## src/lsol_pkg.sv

```systemverilog
// constants and register map of the load switch over-current latch block
package lsol_pkg;

  localparam int unsigned CH_NUM = 3;

  // register offsets
  localparam logic [7:0] ADDR_POWER_GOOD_STATUS       = 8'h01;
  localparam logic [7:0] ADDR_OVERCURRENT_TRIP_STATUS = 8'h04;
  localparam logic [7:0] ADDR_CHANNEL_SWITCH_CONTROL  = 8'h05;
  localparam logic [7:0] ADDR_SENSE_SWITCH_CONTROL    = 8'h06;
  localparam logic [7:0] ADDR_EXTERNAL_LEVEL_THRESH   = 8'h0f;
  localparam logic [7:0] ADDR_BREAKER_GAIN_THRESHOLD  = 8'h19;
  localparam logic [7:0] ADDR_BREAKER_LATCH_DELAY     = 8'h1a;
  localparam logic [7:0] ADDR_SECOND_SWITCH_CONFIG    = 8'h1b;
  localparam logic [7:0] ADDR_SECOND_LATCH_DELAY      = 8'h1c;
  localparam logic [7:0] ADDR_THIRD_SWITCH_CONFIG     = 8'h1d;
  localparam logic [7:0] ADDR_THIRD_LATCH_DELAY       = 8'h1e;

  // reset values
  localparam logic [7:0] RST_REG8 = 8'h00;

  // sense_switch_control fields
  localparam int unsigned SSC_SD_DIS_LSB = 0;  // shutdown disable, ch0..2
  localparam int unsigned SSC_BRK_EN     = 3;  // input breaker switch enable
  localparam int unsigned SSC_SW_EN_LSB  = 3;  // switch enables ch0..2

  // channel_switch_control fields
  localparam int unsigned CSC_OUTER_ONE  = 7;  // outer_reg_one_drive_bit
  localparam int unsigned CSC_OUTER_TWO  = 6;  // outer_reg_two_drive_bit

  // power_good_status fields
  localparam int unsigned PGS_OUTER_ONE  = 4;
  localparam int unsigned PGS_OUTER_TWO  = 5;

  // switch configuration fields
  localparam int unsigned CFG_GAIN_MSB   = 7;
  localparam int unsigned CFG_GAIN_LSB   = 6;
  localparam int unsigned CFG_THR_MSB    = 4;
  localparam int unsigned CFG_THR_LSB    = 0;

  // latch-off delay: 255 steps span 330.75 ms
  localparam longint unsigned DLY_STEP_PS  = 64'd1_297_058_824;
  localparam longint unsigned CLK_PERIOD_PS = 64'd8_000;
  localparam int unsigned DLY_STEP_CYC =
    int'(DLY_STEP_PS / CLK_PERIOD_PS);
  localparam int unsigned PRE_W = 18;

endpackage : lsol_pkg

```

## src/lsol_top.sv

```systemverilog
// load switch over-current latch, switch drive and outer regulator control
//
// Contract
// - breaker switch only from its enable bit
// - breaker gain from config bits 7:6
// - breaker threshold from config bits 4:0
// - threshold reached starts latch-off delay timer
// - over-current gone early resets timer silently
// - delay expiry sets trip bit, switch off
// - breaker trip pin rises with trip bit
// - trip clears only by writing one
// - shutdown disable keeps switch on after trip
// - breaker may be on, no sensing idle
// - latched channel stays off until cleared
// - second, third switches only from bits 5:4
// - no sensing on second, third when idle
// - second, third gain from own config
// - second, third have full over-current function
// - aux open-drain flag low on second/third trip
// - outer enable pins follow control bits 7:6
// - outer enables set by host or sequencer
// - outer power-good tracks level comparator
// - faults elsewhere turn both outer enables off
`timescale 1ns/1ps

module lsol_top
  import lsol_pkg::*;
#(
  parameter int unsigned STEP_CYC = DLY_STEP_CYC
) (
  // clock and reset
  input  wire logic       core_clk,
  input  wire logic       rst_b,
  // register port
  input  wire logic [7:0] reg_addr,
  input  wire logic [7:0] reg_wdata,
  input  wire logic       reg_wr,
  input  wire logic       reg_rd,
  output logic      [7:0] reg_rdata,
  // global activate pin
  input  wire logic       active_pin,
  // analog sense side
  input  wire logic [2:0] oc_cmp_raw,
  output logic      [1:0] breaker_gain_sel,
  output logic      [4:0] breaker_trip_threshold,
  output logic            second_gain_sel,
  output logic      [4:0] second_trip_threshold,
  output logic            third_gain_sel,
  output logic      [4:0] third_trip_threshold,
  // switch drive and trip flags
  output logic      [2:0] gate_drive_on,
  output logic            breaker_trip_flag_pin,
  output logic            auxiliary_trip_flag_o,
  output logic            auxiliary_trip_flag_oe,
  // outer regulators
  input  wire logic [1:0] seq_outer_set,
  input  wire logic [1:0] seq_outer_clr,
  input  wire logic       short_fault,
  input  wire logic       hard_short_fault,
  input  wire logic       high_voltage_fault,
  input  wire logic [1:0] outer_level_above,
  output logic      [7:0] external_level_threshold,
  output logic            outer_reg_one_enable_pin,
  output logic            outer_reg_two_enable_pin
);

  ////////////////////////////////////////////////////////////////////////////
  typedef struct packed {
    logic [7:0]                     chan_sw;
    logic [7:0]                     sense_sw;
    logic [7:0]                     ext_lvl;
    logic [2:0][7:0]                cfg;
    logic [2:0][7:0]                dly;
    logic [2:0]                     trip;
    logic [1:0]                     pgood;
    logic [2:0]                     oc_meta;
    logic [2:0]                     oc_sync;
    logic [2:0][PRE_W-1:0]          pre;
    logic [2:0][7:0]                steps;
    logic [2:0]                     gate;
    logic                           aux_oe;
    logic [7:0]                     rdata;
  } lsol_state_s;

  lsol_state_s state_reg;
  lsol_state_s state_next;

  localparam logic [PRE_W-1:0] PRE_LAST = PRE_W'(STEP_CYC - 1);

  function automatic logic [7:0] lsol_cfg_addr(input int unsigned ch);
    lsol_cfg_addr = (ch == 0) ? ADDR_BREAKER_GAIN_THRESHOLD :
                    (ch == 1) ? ADDR_SECOND_SWITCH_CONFIG :
                                ADDR_THIRD_SWITCH_CONFIG;
  endfunction : lsol_cfg_addr

  function automatic logic [7:0] lsol_dly_addr(input int unsigned ch);
    lsol_dly_addr = (ch == 0) ? ADDR_BREAKER_LATCH_DELAY :
                    (ch == 1) ? ADDR_SECOND_LATCH_DELAY :
                                ADDR_THIRD_LATCH_DELAY;
  endfunction : lsol_dly_addr

  logic       any_fault;
  logic [2:0] trip_set;
  logic [2:0] trip_clr;
  logic [2:0] sense_ok;
  logic [2:0] sw_en;
  logic [2:0] sd_dis;
  logic       w_ocs;

  ////////////////////////////////////////////////////////////////////////////
  always_comb begin
    state_next = state_reg;
    any_fault  = short_fault | hard_short_fault | high_voltage_fault;
    w_ocs      = reg_wr && (reg_addr == ADDR_OVERCURRENT_TRIP_STATUS);
    trip_clr   = w_ocs ? reg_wdata[2:0] : 3'h0;
    sw_en      = state_reg.sense_sw[SSC_SW_EN_LSB +: 3];
    sd_dis     = state_reg.sense_sw[SSC_SD_DIS_LSB +: 3];
    trip_set   = 3'h0;
    sense_ok   = 3'h0;

    // register writes
    if (reg_wr) begin
      case (reg_addr)
        ADDR_CHANNEL_SWITCH_CONTROL: state_next.chan_sw  = reg_wdata;
        ADDR_SENSE_SWITCH_CONTROL:   state_next.sense_sw = reg_wdata;
        ADDR_EXTERNAL_LEVEL_THRESH:  state_next.ext_lvl  = reg_wdata;
        default: begin
        end
      endcase
    end

    // over-current path per channel
    state_next.oc_meta = oc_cmp_raw;
    state_next.oc_sync = state_reg.oc_meta;
    for (int i = 0; i < 3; i++) begin
      if (reg_wr && reg_addr == lsol_cfg_addr(i)) begin
        state_next.cfg[i] = reg_wdata;
      end
      if (reg_wr && reg_addr == lsol_dly_addr(i)) begin
        state_next.dly[i] = reg_wdata;
      end
      // sensing idle while activate pin low or channel tripped
      sense_ok[i] = active_pin && sw_en[i] && !state_reg.trip[i];
      if (!(sense_ok[i] && state_reg.oc_sync[i])) begin
        state_next.pre[i]   = '0;
        state_next.steps[i] = 8'h00;
      end else if (state_reg.steps[i] == state_reg.dly[i]) begin
        trip_set[i]         = 1'b1;
        state_next.pre[i]   = '0;
        state_next.steps[i] = 8'h00;
      end else if (state_reg.pre[i] == PRE_LAST) begin
        state_next.pre[i]   = '0;
        state_next.steps[i] = state_reg.steps[i] + 8'h01;
      end else begin
        state_next.pre[i]   = state_reg.pre[i] + PRE_W'(1);
      end
    end

    // set wins over clear
    state_next.trip = (state_reg.trip & ~trip_clr) | trip_set;
    // switch off on trip unless shutdown disabled
    state_next.gate = state_next.sense_sw[SSC_SW_EN_LSB +: 3]
      & ~(state_next.trip
      & ~state_next.sense_sw[SSC_SD_DIS_LSB +: 3]);
    state_next.aux_oe = state_next.trip[1] | state_next.trip[2];

    // outer regulator enables
    for (int k = 0; k < 2; k++) begin
      if (seq_outer_set[k]) begin
        state_next.chan_sw[CSC_OUTER_ONE - k] = 1'b1;
      end
      if (seq_outer_clr[k]) begin
        state_next.chan_sw[CSC_OUTER_ONE - k] = 1'b0;
      end
    end
    if (any_fault) begin
      state_next.chan_sw[CSC_OUTER_ONE] = 1'b0;
      state_next.chan_sw[CSC_OUTER_TWO] = 1'b0;
    end
    state_next.pgood = outer_level_above;

    // read data
    state_next.rdata = 8'h00;
    if (reg_rd) begin
      case (reg_addr)
        ADDR_POWER_GOOD_STATUS: begin
          state_next.rdata[PGS_OUTER_ONE] = state_reg.pgood[0];
          state_next.rdata[PGS_OUTER_TWO] = state_reg.pgood[1];
        end
        ADDR_OVERCURRENT_TRIP_STATUS:
          state_next.rdata = {5'h00, state_reg.trip};
        ADDR_CHANNEL_SWITCH_CONTROL: state_next.rdata = state_reg.chan_sw;
        ADDR_SENSE_SWITCH_CONTROL:   state_next.rdata = state_reg.sense_sw;
        ADDR_EXTERNAL_LEVEL_THRESH:  state_next.rdata = state_reg.ext_lvl;
        ADDR_BREAKER_GAIN_THRESHOLD: state_next.rdata = state_reg.cfg[0];
        ADDR_BREAKER_LATCH_DELAY:    state_next.rdata = state_reg.dly[0];
        ADDR_SECOND_SWITCH_CONFIG:   state_next.rdata = state_reg.cfg[1];
        ADDR_SECOND_LATCH_DELAY:     state_next.rdata = state_reg.dly[1];
        ADDR_THIRD_SWITCH_CONFIG:    state_next.rdata = state_reg.cfg[2];
        ADDR_THIRD_LATCH_DELAY:      state_next.rdata = state_reg.dly[2];
        default:                     state_next.rdata = 8'h00;
      endcase
    end
  end

  ////////////////////////////////////////////////////////////////////////////
  always_ff @(posedge core_clk or negedge rst_b) begin
    if (!rst_b) begin
      state_reg <= '0;
    end else begin
      state_reg <= state_next;
    end
  end

  ////////////////////////////////////////////////////////////////////////////
  // outputs
  assign reg_rdata              = state_reg.rdata;
  assign breaker_gain_sel       = state_reg.cfg[0][CFG_GAIN_MSB:CFG_GAIN_LSB];
  assign breaker_trip_threshold = state_reg.cfg[0][CFG_THR_MSB:CFG_THR_LSB];
  assign second_gain_sel        = state_reg.cfg[1][CFG_GAIN_LSB];
  assign second_trip_threshold  = state_reg.cfg[1][CFG_THR_MSB:CFG_THR_LSB];
  assign third_gain_sel         = state_reg.cfg[2][CFG_GAIN_LSB];
  assign third_trip_threshold   = state_reg.cfg[2][CFG_THR_MSB:CFG_THR_LSB];
  assign gate_drive_on          = state_reg.gate;
  assign breaker_trip_flag_pin  = state_reg.trip[0];
  assign auxiliary_trip_flag_o  = 1'b0;
  assign auxiliary_trip_flag_oe = state_reg.aux_oe;
  assign external_level_threshold = state_reg.ext_lvl;
  assign outer_reg_one_enable_pin = state_reg.chan_sw[CSC_OUTER_ONE];
  assign outer_reg_two_enable_pin = state_reg.chan_sw[CSC_OUTER_TWO];
endmodule : lsol_top

```

## config.mk

```make
export PLATFORM = sky130hd
export DESIGN_NAME = lsol_top
export DESIGN_NICKNAME = d
export VERILOG_FILES = /design/src/lsol_pkg.sv /design/src/lsol_top.sv
export SDC_FILE = /design/constraint.sdc
export NUM_CORES = 1
export LEC_CHECK = 0
export ABC_AREA = 1
export BUFFER_PORTS_ARGS = -buffer_cell sky130_fd_sc_hd__buf_2
export CAP_MARGIN = 20
export CORE_MARGIN = 1
export CORE_UTILIZATION = 60
export CTS_CLUSTER_SIZE = 40
export DETAILED_ROUTE_END_ITERATION = 8
export PLACE_DENSITY = 0.8
export SKIP_CTS_REPAIR_TIMING = 1
export SLEW_MARGIN = 20
export SYNTH_ARGS = -nofsm -noshare
export SYNTH_HDL_FRONTEND = slang
export SYNTH_SLANG_ARGS = --single-unit
```

## constraint.sdc

```tcl
create_clock -name core_clk -period 2 [get_ports core_clk]
set_clock_uncertainty 0.1 [all_clocks]
set_input_delay 0.3 -clock core_clk [delete_from_list [all_inputs] [get_ports core_clk]]
set_output_delay 0.3 -clock core_clk [all_outputs]
set_load 0.01 [all_outputs]
```

Word-level counts from Yosys, hierarchy flattened
Index checks and enable logic that the tools add are counted.
{"block": "op_classes", "bitwise": 10, "n_reduce_logical": 28, "n_addsub": 6, "n_mux": 38, "eq_ne": 20}
{"operator": "$mux W18", "count": 9}
{"operator": "$mux W8", "count": 13}
{"operator": "$add A18 B1 Y18 const B", "count": 3}
{"operator": "$eq A18 B18 Y1 const B", "count": 3}
{"operator": "$eq A8 B5 Y1 const B", "count": 6}
{"operator": "$pmux W4 S10", "count": 1}
{"operator": "$add A8 B1 Y8 const B", "count": 3}
{"operator": "$eq A8 B3 Y1 const B", "count": 3}
{"operator": "$eq A8 B8 Y1", "count": 3}
{"operator": "$mux W24", "count": 1}
{"operator": "$pmux W2 S10", "count": 1}
{"operator": "$pmux W2 S9", "count": 1}
{"operator": "$logic_and A1 B1 Y1", "count": 16}
{"operator": "$reduce_bool A4 Y1", "count": 4}
{"operator": "$mux W1", "count": 10}
{"operator": "$reduce_and A2 Y1", "count": 5}
{"operator": "$and A3 B3 Y3", "count": 3}
{"operator": "$ne A3 B1 Y1 const B", "count": 3}
{"operator": "$not A3 Y3", "count": 3}
{"operator": "$eq A8 B1 Y1 const B", "count": 1}
{"operator": "$eq A8 B4 Y1 const B", "count": 1}
{"operator": "$logic_not A1 Y1", "count": 3}
{"operator": "$mux W3", "count": 1}
{"operator": "$or A1 B1 Y1", "count": 3}
{"operator": "2 further kinds", "count": 2}
{"block": "totals", "regBits": 173}

Depth between registers and ports, before layout
Gate-level depths: netlist (run 1).
{"block": "logic_depth", "word_depth": 9, "depth_mapped": 10}

Worst setup path after synthesis (run 1)
No wires, ideal clock.
{"block": "synth_path", "kind": "flip-flop to flip-flop", "start": "reg state_reg[54] (netlist bit)", "end": "reg state_reg[67] (netlist bit)", "n_path_buf": 1, "period_less_slack_ns": 1.629, "arrival_time_ns": 1.411, "required_ns": 1.782, "path_slack_ns": 0.371, "path_stages_with_launch": 10, "cell_sequence": "dfrtp_1 > ha_1 > nand2_1 > inv_1 > nand3b_1 > nor2_4 > nand2_4 > nand3_4 > buf_6 > nor2_1"}
{"element": "start, declared", "line": "lsol_top.sv:85", "text": "lsol_state_s state_reg;"}
{"element": "start signal, assigned", "line": "lsol_top.sv:211", "text": "state_reg <= state_next;"}

==> results of run 1 <==
cells by family after synthesis:
family	after synthesis
AO/OA/AOI/OAI	104
XOR/XNOR	46
adder cells (fa/ha/maj)	6
buffers and inverters	191
flip-flops	173
other	1
AND/OR/NAND/NOR	668
area by class of cell:
type / instances / area, um^2 / share of cell area, %
well taps: 211 / 264 / 2.51
inverters: 132 / 498 / 4.73
multi-input cells: 825 / 4240 / 40.2
flip-flops and latches: 173 / 4330 / 41.1
clock buffers: 21 / 470 / 4.47
repair buffers: 97 / 627 / 5.95
clock inverters: 11 / 109 / 1.03
power by group:
part           switching [uW]  internal [uW]
Clock                    1390           1830
Combinational             400            196
Sequential               99.5           3610
worst reg2reg max path: stages, from the launching register on:
cell and delay [ns]:
dfrtp_1 0.41, ha_1 0.23, nand2_1 0.07, inv_1 0.08, nand3b_1 0.13, nor2_4 0.25
nand2_4 0.13, nand3_4 0.22, nor3_1 0.07
how the worst max path moves through the flow:
stage / from / end
floorplan: state_reg[54]$_DFF_PN0_ / state_reg[67]$_DFF_PN0_
global placement: state_reg[72]$_DFF_PN0_ / state_reg[88]$_DFF_PN0_
detailed placement: state_reg[72]$_DFF_PN0_ / state_reg[88]$_DFF_PN0_
CTS: state_reg[72]$_DFF_PN0_ / state_reg[88]$_DFF_PN0_
global route: state_reg[72]$_DFF_PN0_ / state_reg[84]$_DFF_PN0_
finish: state_reg[54]$_DFF_PN0_ / state_reg[57]$_DFF_PN0_
cell usage after synthesis, types with 2 or more instances:
cell type / count / area, um^2
nand2_2: 7 / 43.8
o21ai_1: 26 / 130
a21oi_2: 3 / 26.3
o21ai_2: 3 / 26.3
nand2_4: 8 / 90.1
nand3b_1: 2 / 15.0
nor2_1: 170 / 638
inv_2: 3 / 11.3
nand4_1: 29 / 181
buf_2: 8 / 40.0
nor3_4: 2 / 32.5
nand3_4: 5 / 87.6
ha_1: 6 / 75.1
buf_4: 40 / 300
o21ai_0: 42 / 210
inv_1: 128 / 480
nand3_2: 5 / 50.1
nor2_4: 9 / 101
o21a_1: 8 / 60.1
xor2_1: 26 / 228
xnor2_1: 20 / 175
nand3_1: 130 / 651
nand2_1: 266 / 998
or2_1: 2 / 12.5
a21oi_1: 13 / 65.1
o21bai_1: 9 / 67.6
nor3_1: 23 / 115
dfrtp_1: 173 / 4330
nor2_8: 5 / 100
buf_6: 11 / 124
nor3b_1: 2 / 15.0
layout by cell type, fill, tap and decap left out, types with 23 or more instances in the layout:
cell type,synthesis,layout
buf_2,8,73
dfrtp_1,173,173
inv_1,128,128
nand2_1,266,266
nand3_1,130,130
nand4_1,29,29
nor2_1,170,169
nor3_1,23,23
o21ai_0,42,42
o21ai_1,26,26
xor2_1,26,26
layer usage:
layer  routed length, um  global-route usage [%]  part of all wire [%]
met1                9550                    38.3                    43
met2               10600                    46.6                    48
met3                1190                    5.88                   5.4
met4                 719                    13.1                   3.3
met5                   0                       0                     0
per-stage QoR:
stage | instance area [um^2] | power (uW) | utilization (%) | worst slack [ns]
after CTS | 10500 | 7570 | 68.1 | 0.185
after global routing | 10500 | 7830 | 68.5 | 0.0283
after detailed placement | 9890 | 4360 | 64.3 | 0.200
after floorplan | 9520 | 4120 | - | 0.371
after global placement | 9890 | 4350 | 64.3 | 0.235
final | 10500 | 7530 | 68.5 | 0.178
==> out/metrics.cfg, run 1 <==
[cts]
cts_buffer_depth=2
clkTransAtPathRegs_ns=0.06
root_buffer=clkbuf_16
insertion_delay_ns=0.43
numCtsBuffers=17
cts_tree=done
cts_sinks=173
htreeDepth=4

[status]
status=complete, but fails checks
violations=negative hold slack

[floorplanning]
die_y_um=128
rows=45
core_area_um2=15400
start_util_pct=62.0
io_pins=76
die_x_um=128
dieArea_um2=16400

[detailed_routing]
antenna_left=0
wirelength_mm=22.1
drc_errors=0
detailroute.via_count=7873
viasPerCell=5.36
wl_per_cell_um=15.0
dr.first_iter.drc_count=693
first_pass_iters=6

[placed_design]
dpl.hpwl_mm=15.9
finalWeightedCongestion=0.950
io_buffers=74
dp_cells=1432

[timing]
whs_ns=-0.000262
setup_viol=0
rsz0062_at_grt=no
final-hold-violation-count=1
fin_setup_tns_ns=0
fin_crit_ns=1.82
clock.fmax_ghz=0.549
slew_viol_final=0
period_share_pct=91.1

[cells_and_area]
fillers=1266
areaGrowthSynthToFinish_pct=10.6
layout.cells.non_filler=1470
antennaDiodeCount=0
layout-drive-gt1-share_pct=13.9
nets=1285
largest_register_ffs=125

[setup_path]
endpoint_kind=flip-flop
cp.depth=8
worstPathMaxFanout=17
worst-path-buf-inv=1
startpoint_type=flip-flop
reg2reg_depth=8
r2r-end=state_reg[57]$_DFF_PN0_
cp_slowest_stage_delay_ns=0.41
path_class=reg2reg
cp.arrival_ns=2.01
r2r_start=state_reg[54]$_DFF_PN0_
crit_family=simple AND/OR/NAND/NOR gates
worstPathRequired_ns=2.19
worstPathCellList=ha_1 > nand2_1 > inv_1 > nand3b_1 > nor2_4 > nand2_4 > nand3_4 > nor3_1
crit_slowest_cell=dfrtp_1
rrSetupSlack_ns=0.18

[worst_hold_path]
hold_depth=4
hold_start=seq_outer_clr[1]
hold_class=in2reg
min_to=outer_reg_two_enable_pin$_DFFE_PN0P_

[yosys]
synth_mux_area_share_pct=0
yosysSeqAreaShare_pct=45.5
synth.avg_cell_area_um2=8.01
synth-compound-area-share_pct=6.15
syn_nets=1228
synth_fa_ha_area_share_pct=0.788
synth_cell_types=36
synth_top_family_by_area=simple AND/OR/NAND/NOR gates
synth_xor_area_share_pct=4.23
netlist_instances=1189
synth-main-ff-cell=dfrtp_1
ys_ff_latch=173
synth-simple-area-share_pct=33.2
synthArstFlopShare_pct=100
yosys_warnings=0
synth_edf_count=0
synth_area_um2=9520

[power]
ir_worst_vdd_uv=664
p_leak_uw=0.00497
power_density_nw_per_um2=715

[grt]
track_usage_pct=29.1
grt_pass1_vias=7476
antenna_found_initial=1
grt_pass1_wl_mm=36.6
grt_max_degree=54
grt_overflow=0

[run]
drv_cap=0

Note: power is estimated with default switching activity, not from simulation.
==> inputs of run 2 (changes only) <==
- CORE_UTILIZATION: 60 -> 61
- PLACE_DENSITY: 0.8 -> 0.81
==> run 2 against run 1 <==
Compared with the run above:
- first-iteration DRC count grew 0.43%
- total power grew 3.2%
- sequential cell count is the same
- highest routed layer unchanged
- the run still ends with negative hold slack left
- wire length grew 2.6%
- largest cell class unchanged
==> out/metrics.cfg, run 2 (synthesized netlist as in run 1, its figures left out) <==
[cts]
cts_tree=done
numCtsBuffers=17  ; unchanged
root_buffer=clkbuf_16
htreeDepth=4  ; unchanged
clkTransAtPathRegs_ns=0.07  ; about the same
cts_buffer_depth=2  ; unchanged
cts_sinks=173  ; unchanged
insertion_delay_ns=0.44  ; about the same

[setup_path]
worstPathMaxFanout=5  ; -12
path_class=reg2reg
reg2reg_depth=7  ; -1
endpoint_kind=flip-flop
cp.arrival_ns=2.02  ; about the same
startpoint_type=flip-flop
worstPathRequired_ns=2.23  ; +0.04 ns
r2r-end=state_reg[88]$_DFF_PN0_
rrSetupSlack_ns=0.21  ; +0.03 ns
r2r_start=state_reg[72]$_DFF_PN0_

[status]
violations=negative hold slack
status=complete, but fails checks

[timing]
whs_ns=-0.0122  ; -0.0120 ns
fin_setup_tns_ns=0  ; unchanged
clock.fmax_ghz=0.557  ; +1.5%
final-hold-violation-count=1  ; unchanged
slew_headroom_pct=65.4
fin_crit_ns=1.79  ; -0.0274 ns
rsz0062_at_grt=no
worstMarginPinSlew_ns=0.519
period_share_pct=89.7  ; -1.4 points
setup_viol=0  ; unchanged
slew_viol_final=0  ; unchanged

[cells_and_area]
largest_register_ffs=125  ; unchanged
layout_common_cells=266 x nand2_1, 173 x dfrtp_1, 169 x nor2_1, 130 x nand3_1, 128 x inv_1
areaGrowthSynthToFinish_pct=10.7  ; about the same
multi_input_area_um2=4240  ; +0.18%
fillers=1229  ; -2.9%
layout-drive-gt1-share_pct=14.0  ; +0.079 points
nets=1285  ; unchanged
layout_commonest_cell=nand2_1
antennaDiodeCount=0  ; unchanged
regArea_um2=4330  ; unchanged

[detailed_routing]
viasPerCell=5.57  ; +4.1%
wirelength_mm=22.6  ; +2.6%
antenna_left=0  ; unchanged
dr.first_iter.drc_count=696  ; +0.43%
drc_errors=0  ; unchanged
first_pass_iters=5  ; -1
detailroute.via_count=8067  ; +2.5%
wl_per_cell_um=15.6  ; +4.2%

[floorplanning]
rows=45  ; unchanged
dieArea_um2=16100  ; -1.6%
io_pins=76  ; unchanged
die_y_um=127  ; -0.81%
core_area_um2=15200  ; -1.1%
start_util_pct=62.7  ; +0.69 points
die_x_um=127  ; -0.81%

[run]
drv_cap=0  ; unchanged

[grt]
grt_pass1_wl_mm=36.9  ; +0.94%
antenna_found_initial=0  ; -1
grt_pass1_vias=7472  ; -0.054%
grt_max_degree=50  ; -7.4%
track_usage_pct=29.9  ; +0.81 points
grt_overflow=0  ; unchanged

[placed_design]
dpl.hpwl_mm=16.3  ; +2.6%
io_buffers=74  ; unchanged
finalWeightedCongestion=0.961  ; +1.1%

[worst_hold_path]
hold_class=in2reg
hold_depth=4  ; unchanged
hold_start=seq_outer_clr[0]
min_to=outer_reg_one_enable_pin$_DFFE_PN0P_

[power]
power_density_nw_per_um2=737  ; +3.1%
power_uw=7770  ; +3.2%
ir_worst_vdd_uv=668  ; +0.57%
p_leak_uw=0.00500  ; +0.60%

run 2: layer usage:
metal	GRT usage, %	wire length, um	up-vias
met1	39.0	9740	3810
met5	0	0	-
met4	12.7	841	0
li1	-	-	3900
met2	48.5	10800	291
met3	6.12	1200	66
run 2: area by class of cell:
class	instances	share of cell area, %
clock buffers	17	4.04
multi-input cells	825	40.2
flip-flops and latches	173	41.1
clock inverters	15	1.86
repair buffers	97	5.83
well taps	188	2.23
inverters	132	4.72
run 2: critical path, stage by stage (launching register included):
cell     delay, ns
dfrtp_1       0.41
ha_1          0.26
nand3_1       0.17
nor2_2        0.22
nand3_1       0.14
nor2_1        0.16
xor2_1        0.16
nor2_1        0.06
run 2: how the worst max path moves through the flow:
stage | start | end | depth (start not counted)
2_1_floorplan | state_reg[54]$_DFF_PN0_ | state_reg[67]$_DFF_PN0_ | 9
3_3_place_gp | reg_addr[6] | reg_rdata[0]$_DFF_PN0_ | 9
3_5_place_dp | state_reg[72]$_DFF_PN0_ | state_reg[88]$_DFF_PN0_ | 7
4_1_cts | state_reg[72]$_DFF_PN0_ | state_reg[84]$_DFF_PN0_ | 7
5_1_grt | state_reg[72]$_DFF_PN0_ | state_reg[84]$_DFF_PN0_ | 7
6_report | state_reg[72]$_DFF_PN0_ | state_reg[88]$_DFF_PN0_ | 7
run 2: metrics by stage:
step	worst slack (ns)	std cells	area, um^2	utilization [%]
final	0.205	1447	10500	69.3
after CTS	0.137	1441	10500	68.9
after floorplan	0.371	1189	9520	-
after global placement	0.234	1409	9850	64.8
after global routing	0.0352	1447	10500	69.3
after detailed placement	0.168	1409	9850	64.8
run 2: report_power, final:
group	internal, uW	leakage, uW	switching [uW]	total (uW)
registers	3610	0.00235	108	3720
clock network	1910	0.000304	1550	3460
logic	192	0.00235	398	590
